==> src/shared/gdio_pkg.sv <==
package gdio_pkg;

  // Register bus geometry
  localparam int unsigned GDIO_ADDR_W       = 5;
  localparam int unsigned GDIO_DATA_W       = 32;
  localparam int unsigned GDIO_STRB_W       = 4;

  // Register byte offsets, one aligned word each
  localparam logic [4:0]  GDIO_OFS_LATCH     = 5'h00;
  localparam logic [4:0]  GDIO_OFS_DIR       = 5'h04;
  localparam logic [4:0]  GDIO_OFS_INPUT     = 5'h08;
  localparam logic [4:0]  GDIO_OFS_CTRL      = 5'h0C;
  localparam logic [4:0]  GDIO_OFS_DIR_SET   = 5'h10;
  localparam logic [4:0]  GDIO_OFS_DIR_CLR   = 5'h14;
  localparam logic [4:0]  GDIO_OFS_LATCH_SET = 5'h18;
  localparam logic [4:0]  GDIO_OFS_LATCH_CLR = 5'h1C;

  // Control register field positions
  localparam int unsigned GDIO_CTRL_PUD_BIT   = 0;
  localparam int unsigned GDIO_CTRL_CLAMP_BIT = 1;

  // Values after reset
  localparam logic        GDIO_RST_DIR_BIT   = 1'b0;
  localparam logic        GDIO_RST_LATCH_BIT = 1'b0;
  localparam logic        GDIO_RST_PUD       = 1'b0;

  // Cycles from a latch write to its level in the input register
  localparam int unsigned GDIO_READBACK_CYCLES = 1;

  // Bus response codes
  localparam logic [1:0]  GDIO_RESP_OKAY     = 2'h0;
  localparam logic [1:0]  GDIO_RESP_SLVERR   = 2'h2;

  // Register selected by an address
  typedef enum logic [3:0] {
    GDIO_REG_LATCH,
    GDIO_REG_DIR,
    GDIO_REG_INPUT,
    GDIO_REG_CTRL,
    GDIO_REG_DIR_SET,
    GDIO_REG_DIR_CLR,
    GDIO_REG_LATCH_SET,
    GDIO_REG_LATCH_CLR,
    GDIO_REG_NONE
  } gdio_reg_t;

  // Address decode shared by the write and read paths
  function automatic gdio_reg_t gdio_decode(input logic [GDIO_ADDR_W-1:0] addr);
    gdio_reg_t sel;
    sel = GDIO_REG_NONE;
    case (addr)
      GDIO_OFS_LATCH:     sel = GDIO_REG_LATCH;
      GDIO_OFS_DIR:       sel = GDIO_REG_DIR;
      GDIO_OFS_INPUT:     sel = GDIO_REG_INPUT;
      GDIO_OFS_CTRL:      sel = GDIO_REG_CTRL;
      GDIO_OFS_DIR_SET:   sel = GDIO_REG_DIR_SET;
      GDIO_OFS_DIR_CLR:   sel = GDIO_REG_DIR_CLR;
      GDIO_OFS_LATCH_SET: sel = GDIO_REG_LATCH_SET;
      GDIO_OFS_LATCH_CLR: sel = GDIO_REG_LATCH_CLR;
      default:            sel = GDIO_REG_NONE;
    endcase
    return sel;
  endfunction

endpackage

==> src/verilog/gdio_port.sv <==
// The implementer's own choices: the register addresses and the AXI4-Lite register port.
`timescale 1ns/100ps

// Summary of operation
// RQ1: Direction bit one makes the pin an output, zero an input.
// RQ2: Pull-up on only for input pin with latch one and pull-ups not disabled.
// RQ3: Global pull-up disable turns every pull-up off regardless of pin settings.
// RQ4: Reset tri-states all pins at once, without needing a clock.
// RQ5: Output pin drives high for latch one, low for latch zero.
// RQ6: Writing one to an input register bit inverts that latch bit.
// RQ7: Separate latch, direction and input registers; input register read-only.
// RQ8: Single-bit set and clear of direction and latch leave other pins alone.
// RQ9: Input register reads the pin level whatever the direction.
// RQ10: Falling-edge capture stage, then input register loads on the rising edge.
// RQ11: External pin change reaches input register after half to one-and-half periods.
// RQ12: Written output level reaches input register one period after the write.
// RQ13: Software waits one cycle between a latch write and reading it back.
// RQ14: Tri-state to output high passes through pull-up input or output low.
// RQ15: Software uses tri-state or output high between pull-up input and output low.
// RQ16: Pins used by other functions leave remaining pins fully general purpose.
// RQ17: Deep sleep clamps pin inputs low before capture, except interrupt pins.
// RQ18: Eight pins per port; direction and latch reset to zero.
module gdio_port #(
  parameter int unsigned PIN_COUNT = 8
) (
  // Clock, reset, enable
  input  wire logic                               clk,
  input  wire logic                               rst,
  input  wire logic                               ce,
  // AXI4-Lite write address
  input  wire logic                               s_axi_awvalid,
  output logic                                    s_axi_awready,
  input  wire logic [gdio_pkg::GDIO_ADDR_W-1:0]   s_axi_awaddr,
  input  wire logic [2:0]                         s_axi_awprot,
  // AXI4-Lite write data
  input  wire logic                               s_axi_wvalid,
  output logic                                    s_axi_wready,
  input  wire logic [gdio_pkg::GDIO_DATA_W-1:0]   s_axi_wdata,
  input  wire logic [gdio_pkg::GDIO_STRB_W-1:0]   s_axi_wstrb,
  // AXI4-Lite write response
  output logic                                    s_axi_bvalid,
  input  wire logic                               s_axi_bready,
  output logic [1:0]                              s_axi_bresp,
  // AXI4-Lite read address
  input  wire logic                               s_axi_arvalid,
  output logic                                    s_axi_arready,
  input  wire logic [gdio_pkg::GDIO_ADDR_W-1:0]   s_axi_araddr,
  input  wire logic [2:0]                         s_axi_arprot,
  // AXI4-Lite read data
  output logic                                    s_axi_rvalid,
  input  wire logic                               s_axi_rready,
  output logic [gdio_pkg::GDIO_DATA_W-1:0]        s_axi_rdata,
  output logic [1:0]                              s_axi_rresp,
  // Sleep controller
  input  wire logic                               deep_sleep,
  input  wire logic [PIN_COUNT-1:0]               ext_int_enable,
  // Port pins
  input  wire logic [PIN_COUNT-1:0]               gpio_pin_in,
  output logic [PIN_COUNT-1:0]                    gpio_pin_out,
  output logic [PIN_COUNT-1:0]                    gpio_pin_oe,
  output logic [PIN_COUNT-1:0]                    gpio_pin_pullup
);
  import gdio_pkg::*;

  //////////////////////////////////////////////////////////////////////////////
  // Register state

  logic [PIN_COUNT-1:0]         port_output_latch_register;
  logic [PIN_COUNT-1:0]         port_direction_register;
  logic [PIN_COUNT-1:0]         port_input_register;
  logic                         global_pullup_disable;
  logic [PIN_COUNT-1:0]         sync_capture;

  // Write channel holding state
  logic                         aw_held;
  logic [GDIO_ADDR_W-1:0]       aw_addr_q;
  logic                         w_held;
  logic [GDIO_DATA_W-1:0]       w_data_q;
  logic [GDIO_STRB_W-1:0]       w_strb_q;

  // Reset pattern for the per-pin registers
  localparam logic [PIN_COUNT-1:0] RST_DIR   = {PIN_COUNT{GDIO_RST_DIR_BIT}};
  localparam logic [PIN_COUNT-1:0] RST_LATCH = {PIN_COUNT{GDIO_RST_LATCH_BIT}};

  //////////////////////////////////////////////////////////////////////////////
  // Write channel handshakes

  wire                          aw_fire = s_axi_awvalid & s_axi_awready;
  wire                          w_fire  = s_axi_wvalid & s_axi_wready;
  wire                          have_aw = aw_held | aw_fire;
  wire                          have_w  = w_held | w_fire;
  // Address and data may arrive in either order; commit once both are here
  wire                          wr_go   = have_aw & have_w & ~s_axi_bvalid;
  wire [GDIO_ADDR_W-1:0]        wr_addr = aw_held ? aw_addr_q : s_axi_awaddr;
  wire [GDIO_DATA_W-1:0]        wr_data = w_held ? w_data_q : s_axi_wdata;
  wire [GDIO_STRB_W-1:0]        wr_strb = w_held ? w_strb_q : s_axi_wstrb;

  wire                          next_aw_held = have_aw & ~wr_go;
  wire                          next_w_held  = have_w & ~wr_go;
  wire                          next_bvalid  = wr_go | (s_axi_bvalid & ~s_axi_bready);

  //////////////////////////////////////////////////////////////////////////////
  // Write decode

  wire gdio_reg_t               wsel    = gdio_decode(wr_addr);
  // All pin fields live in byte lane 0; a write without it changes nothing
  wire                          wen     = wr_go & wr_strb[0];
  wire [PIN_COUNT-1:0]          wbits   = wr_data[PIN_COUNT-1:0];
  wire                          wr_bad  = (wsel == GDIO_REG_NONE);

  wire                          w_latch     = wen & (wsel == GDIO_REG_LATCH);
  wire                          w_dir       = wen & (wsel == GDIO_REG_DIR);
  wire                          w_input     = wen & (wsel == GDIO_REG_INPUT);
  wire                          w_ctrl      = wen & (wsel == GDIO_REG_CTRL);
  wire                          w_dir_set   = wen & (wsel == GDIO_REG_DIR_SET);
  wire                          w_dir_clr   = wen & (wsel == GDIO_REG_DIR_CLR);
  wire                          w_latch_set = wen & (wsel == GDIO_REG_LATCH_SET);
  wire                          w_latch_clr = wen & (wsel == GDIO_REG_LATCH_CLR);

  // Direction: whole-word write or masked set and clear
  wire [PIN_COUNT-1:0]          next_dir =
    w_dir     ? wbits :                                          // see RQ1
    w_dir_set ? (port_direction_register | wbits) :              // see RQ8
    w_dir_clr ? (port_direction_register & ~wbits) :             // see RQ8
    port_direction_register;

  // Latch: write, masked set and clear, or toggle through the input register
  wire [PIN_COUNT-1:0]          next_latch =
    w_latch     ? wbits :
    w_input     ? (port_output_latch_register ^ wbits) :         // see RQ6
    w_latch_set ? (port_output_latch_register | wbits) :         // see RQ8
    w_latch_clr ? (port_output_latch_register & ~wbits) :        // see RQ8
    port_output_latch_register;

  wire                          next_pud =
    w_ctrl ? wr_data[GDIO_CTRL_PUD_BIT] : global_pullup_disable;

  // Pull-up only on inputs with latch high while not globally disabled
  wire [PIN_COUNT-1:0]          next_pullup =
    ~next_dir & next_latch & {PIN_COUNT{~next_pud}};             // see RQ2, RQ3

  //////////////////////////////////////////////////////////////////////////////
  // Read decode

  wire                          ar_fire = s_axi_arvalid & s_axi_arready;
  wire                          next_rvalid = ar_fire | (s_axi_rvalid & ~s_axi_rready);
  wire gdio_reg_t               rsel    = gdio_decode(s_axi_araddr);
  wire                          clamp_on = deep_sleep;

  // Set and clear aliases read back the register they act on
  wire [PIN_COUNT-1:0]          rd_pins =
    (rsel == GDIO_REG_LATCH || rsel == GDIO_REG_LATCH_SET || rsel == GDIO_REG_LATCH_CLR)
      ? port_output_latch_register :
    (rsel == GDIO_REG_DIR || rsel == GDIO_REG_DIR_SET || rsel == GDIO_REG_DIR_CLR)
      ? port_direction_register :
    (rsel == GDIO_REG_INPUT) ? port_input_register :             // see RQ7, RQ9
    {PIN_COUNT{1'b0}};

  wire [GDIO_DATA_W-1:0]        rd_ctrl =
    (GDIO_DATA_W'(global_pullup_disable) << GDIO_CTRL_PUD_BIT) |
    (GDIO_DATA_W'(clamp_on) << GDIO_CTRL_CLAMP_BIT);

  wire [GDIO_DATA_W-1:0]        rd_word =
    (rsel == GDIO_REG_CTRL) ? rd_ctrl : GDIO_DATA_W'(rd_pins);
  wire [1:0]                    rd_resp =
    (rsel == GDIO_REG_NONE) ? GDIO_RESP_SLVERR : GDIO_RESP_OKAY;

  //////////////////////////////////////////////////////////////////////////////
  // Input path

  // Sleep clamp forces the input low ahead of capture; interrupt pins exempt
  wire [PIN_COUNT-1:0]          pin_gated =
    gpio_pin_in & ~({PIN_COUNT{clamp_on}} & ~ext_int_enable);    // see RQ17

  // Capture stage: acts like a latch open while clk is high, closed at the fall
  always_ff @(negedge clk or posedge rst) begin
    if (rst) begin
      sync_capture <= '0;
    end else if (ce) begin
      sync_capture <= pin_gated;                                 // see RQ10, RQ11
    end
  end

  // Input register takes the captured level on the next rising edge
  always_ff @(posedge clk or posedge rst) begin
    if (rst) begin
      port_input_register <= '0;
    end else if (ce) begin
      port_input_register <= sync_capture;                       // see RQ10, RQ12
    end
  end

  //////////////////////////////////////////////////////////////////////////////
  // Pin control registers

  // Async reset clears direction, so every pin floats even without a clock
  always_ff @(posedge clk or posedge rst) begin
    if (rst) begin
      port_direction_register    <= RST_DIR;                     // see RQ4, RQ18
      port_output_latch_register <= RST_LATCH;                   // see RQ18
      global_pullup_disable      <= GDIO_RST_PUD;
    end else if (ce) begin
      port_direction_register    <= next_dir;
      port_output_latch_register <= next_latch;
      global_pullup_disable      <= next_pud;
    end
  end

  // Pin drivers are flops loaded from the same next values as the registers
  // Each pin is decided by its own bits and the global pull-up disable only, so neighbours never interfere
  always_ff @(posedge clk or posedge rst) begin
    if (rst) begin
      gpio_pin_oe     <= RST_DIR;                                // see RQ4
      gpio_pin_out    <= RST_LATCH;
      gpio_pin_pullup <= '0;                                     // see RQ4
    end else if (ce) begin
      gpio_pin_oe     <= next_dir;                               // see RQ1, RQ16
      gpio_pin_out    <= next_latch;                             // see RQ5, RQ14
      gpio_pin_pullup <= next_pullup;                            // see RQ2, RQ3, RQ14
    end
  end

  //////////////////////////////////////////////////////////////////////////////
  // AXI4-Lite write channel state

  always_ff @(posedge clk or posedge rst) begin
    if (rst) begin
      aw_held   <= 1'b0;
      aw_addr_q <= '0;
      w_held    <= 1'b0;
      w_data_q  <= '0;
      w_strb_q  <= '0;
    end else if (ce) begin
      aw_held <= next_aw_held;
      w_held  <= next_w_held;
      if (aw_fire) begin
        aw_addr_q <= s_axi_awaddr;
      end
      if (w_fire) begin
        w_data_q <= s_axi_wdata;
        w_strb_q <= s_axi_wstrb;
      end
    end
  end

  // Readies stay low while a word waits or a response is pending
  always_ff @(posedge clk or posedge rst) begin
    if (rst) begin
      s_axi_awready <= 1'b0;
      s_axi_wready  <= 1'b0;
      s_axi_bvalid  <= 1'b0;
      s_axi_bresp   <= GDIO_RESP_OKAY;
    end else if (ce) begin
      s_axi_awready <= ~next_aw_held & ~next_bvalid;
      s_axi_wready  <= ~next_w_held & ~next_bvalid;
      s_axi_bvalid  <= next_bvalid;
      if (wr_go) begin
        s_axi_bresp <= wr_bad ? GDIO_RESP_SLVERR : GDIO_RESP_OKAY;
      end
    end
  end

  //////////////////////////////////////////////////////////////////////////////
  // AXI4-Lite read channel

  // One read in flight; data frozen until rready
  always_ff @(posedge clk or posedge rst) begin
    if (rst) begin
      s_axi_arready <= 1'b0;
      s_axi_rvalid  <= 1'b0;
      s_axi_rdata   <= '0;
      s_axi_rresp   <= GDIO_RESP_OKAY;
    end else if (ce) begin
      s_axi_arready <= ~next_rvalid;
      s_axi_rvalid  <= next_rvalid;
      if (ar_fire) begin
        s_axi_rdata <= rd_word;                                  // see RQ9
        s_axi_rresp <= rd_resp;
      end
    end
  end

endmodule

==> config.mk <==
export PLATFORM = sky130hd
export DESIGN_NAME = gdio_port
export DESIGN_NICKNAME = d
export VERILOG_FILES = /design/src/shared/gdio_pkg.sv /design/src/verilog/gdio_port.sv
export SDC_FILE = /design/constraint.sdc
export NUM_CORES = 1
export LEC_CHECK = 0
export ABC_AREA = 1
export ABC_CLOCK_PERIOD_IN_PS = 2900
export BUFFER_PORTS_ARGS = -buffer_cell sky130_fd_sc_hd__buf_2
export CORE_MARGIN = 3
export CORE_UTILIZATION = 53
export CTS_BUF_LIST = sky130_fd_sc_hd__clkbuf_8
export DETAILED_ROUTE_END_ITERATION = 10
export HOLD_SLACK_MARGIN = 0.06
export MAX_ROUTING_LAYER = met4
export PLACE_DENSITY = 0.83
export REMOVE_ABC_BUFFERS = 1
export SLEW_MARGIN = 5
export SYNTH_ARGS = -nofsm -noshare
export SYNTH_HDL_FRONTEND = slang
export SYNTH_SLANG_ARGS = --single-unit
==> constraint.sdc <==
create_clock -name clk -period 2.9 [get_ports clk]
set_clock_uncertainty 0.2 [all_clocks]
set_input_delay 0.145 -clock clk [delete_from_list [all_inputs] [get_ports clk]]
set_output_delay 0.145 -clock clk [all_outputs]
set_load 0.01 [all_outputs]
==> impl_results.md <==
- CTS tree: built
- Remaining antenna violation count after routing: 0
- GRT Resource Usage Total: 26.7%
- Critical path data required time: 1.41 ns
- Synth top cells by count: 150 x nand2_1, 64 x dfrtp_1, 56 x inv_1
- Area Growth Syn to Fin: 21.1%
- Num CTS Buffers: 9
- Non-Filler Instances: between 700 and 800
- RSZ-0062 raised after global routing: no
- Gpl congestion: a little over 0.9
- Final HPWL DP: around 8 mm
- Row cnt: 32
- Hold crit path type: in2reg
- Grt total ovfl: 0
- Port bufs: 82
- Vias per inst: around 5.4
- Endpoints failing setup: 0
- Slowest CP cell: dlygate4sd3_1
- Vias: 4176
- Die Footprint: roughly 9300 um2
- Combinational family with the most area after synthesis: simple AND/OR/NAND/NOR gates
- Clock Latency Late Sink: roughly 0.36 ns
- Layout cells sized above 1: 21.3%
- Antenna violations before repair: 0
- Crit start category: input pin
- Share of the synthesized area in the top cell type: between 30% and 40%
- Pleak: approximately 2.8 nW
- Die Wd: between 90 and 100 um
- Critical path endpoint category: flop
- Critical path type: in2reg
- Design Area, Final: roughly 5200 um2
- DRC: 0
- Total power: 4.22 mW
- Clk root buf: clkbuf_8
- Antenna cells: 0
- Starting density of the core: between 50% and 60%
- Synthesis-stage register bit count: just over 70
- Setup TNS: 0 ns
- Slew Viols, Final: 0
- Initial DRT Pass Iterations: 5
- Headroom to the max-slew limit: around 54%
- Core Util, Final: 66.9%
- VDD IR max: around 0.48 mV
- Cell breakdown of the critical path: dlygate4sd3_1 -> buf_2 -> inv_1 -> o21ai_0 -> o21ai_0
- Delay of the slowest cell on the worst path: 0.54 ns
- Post-synthesis sequential area ratio: roughly two fifths
- Nets: 764
- CP delay by family, top: buffers and inverters
- Post-Synth Simple-Gate Area: a little over a quarter
- Crit-path most repeated cell: o21ai_0
- Clk sink count: 72
- Number of synthesized flops with an enable pin: 0
- Fin. Hold Viols: 0
- Area leader, netlist: dfrtp_1
- Initial drt markers: 324
- Post-synthesis mux area share: 2.87%
- Crit path buf inv count: 3
- Total wire length: approximately 12 mm
- Vias in the first global route: between 3000 and 4000
- PwrDens: 808 nW/um2
- Core ar.: about 7800 um2
- Library cells used by synthesis: 30
- Max Cap Violations: 0
- Clock transition at path regs: roughly 0.080 ns
- Wirelength per Cell: 15.2 um
- H-tree depth: 3
- Placed cells: around 740
- Status: completed
- Least-Margin Pin Slew: 0.687 ns
- Bufs on Longest Clock Path: 2
- Top-count cell post-synth: nand2_1
- Post-synthesis compound-gate area fraction: 13.2%
- Warnings, synthesis: 0
- Largest net degree at the start of global routing: 48
- Async SR Flop Fraction: between 90% and 100%
- Die Y: ~96 um
- Synth Flop Type: dfrtp_1
- Critical Path Fanout Max: 8
- Synth area leaders: dfrtp_1 37%, nand2_1 13%, o21ai_0 6.4%
- Synth Instances: between 500 and 600
- Syn Area/Cell: 7.69 um2
- Mapped Area: 4320 um2
- XOR/XNOR Fraction of Synth Area: 0%
- First-pass GRT wire length: between 15 and 20 mm
- DP Area: ~4700 um2
- I/O pin cnt: between 100 and 150
- Crit path DAT: between 1 and 1.5 ns
- Post-Synth Adder-Cell Area: approximately 4.6%
cell usage in the layout, fill, tap and decap left out:
cell type      count
nand2_4            1
nand2_2            5
o21ai_1            9
clkinv_4           2
a211oi_1           2
bufinv_16          3
ha_1              16
inv_2              5
o211ai_1           1
dlygate4sd3_1     24
dfrtn_1            8
inv_1             56
o21ai_0           55
mux2_2            11
o21ai_2            1
dfrtp_1           64
inv_6              1
nand3_1           47
nor2_2             4
nor2_1            31
o22ai_1            8
conb_1            26
buf_4              8
clkbuf_8           9
a21oi_1           20
nand2_1          150
nand3b_1           4
nand4_1            2
or2_2              9
o21a_1             9
buf_2             82
nor2_4             2
nand4_4            1
worst paths after layout:
kind                                 startpoint                      to  slack [ns]  depth (start not counted)
worst min register to register  sync_capture[0]         sync_capture[0]        0.24                          2
min in group asynchronous                   rst  port_input_register[5]        0.09                          3
worst min-delay path            s_axi_araddr[2]          s_axi_rdata[0]        0.07                          5
worst max-delay path                 deep_sleep         sync_capture[6]        0.19                          5
max in group asynchronous                   rst         sync_capture[7]        0.75                          3
worst max register to register           w_held      gpio_pin_pullup[5]        0.38                         10
cell families after synthesis:
family	after synthesis
adder cells (fa/ha/maj)	16
other	1
AND/OR/NAND/NOR	256
buffers and inverters	100
AO/OA/AOI/OAI	105
multiplexers	11
flip-flops	72
registers in the layout, summed over array words and instances, names as in the netlist:
signal and cells:
aw_addr_q 5, s_axi_wready 1, gpio_pin_out 8, s_axi_rdata 8, s_axi_rresp 1, port_input_register 8
gpio_pin_pullup 8, aw_held 1, s_axi_bresp 1, s_axi_arready 1, sync_capture 8, gpio_pin_oe 8
s_axi_rvalid 1, s_axi_awready 1, global_pullup_disable 1, w_data_q 8, w_strb_q 1, w_held 1
s_axi_bvalid 1
layout make-up:
class | count | area (um2)
Timing Repair Buffer | 114 | 711
Clock buffer | 9 | 124
Multi-Input combinational cell | 414 | 2120
Sequential cell | 72 | 1800
Inverter | 60 | 225
Tap cell | 102 | 128
Clock inverter | 7 | 120
Fill cell | 643 | 2580
layer usage:
metal | global-route usage (%) | wire, um
met1 | 32.0 | 4780
met2 | 43.4 | 5780
met3 | 4.69 | 826
met4 | 13.2 | 410
met5 | - | 0
report_power, final:
group | total [mW] | switching (mW) | internal (mW)
Combinational | 1.70 | 1.08 | 0.627
Sequential | 1.53 | 0.217 | 1.31
Clock | 0.988 | 0.413 | 0.574
timing repair:
action | 4_1_cts | 5_1_grt
endpoints found under the hold margin | 89 | 0
buffers inserted | 0 | 0
resized for setup | 0 | 0
hold buffers | 24 | 0
through the flow:
| step | hold WS, ns | setup WS [ns] |
|---|---|---|
| 6_report | 0.0743 | 0.195 |
| 5_1_grt | 0.105 | 0.162 |
| 3_3_place_gp | -0.0717 | 0.318 |
| 3_5_place_dp | -0.0608 | 0.265 |
| 4_1_cts | 0.0621 | 0.204 |
| 2_1_floorplan | 0.0372 | -0.608 |
worst register-to-register path, cell delays in order, from the launching register on:
cell and delay, ns:
dfrtp_1 0.50, inv_2 0.21, nand2_1 0.07, nand2_1 0.16, nand4_4 0.22, nor2_2 0.22, nand2_1 0.13, o21ai_2 0.44
nor2_1 0.13, nand3_1 0.10, nand2_1 0.05
Note: power is estimated with default switching activity, not from simulation.
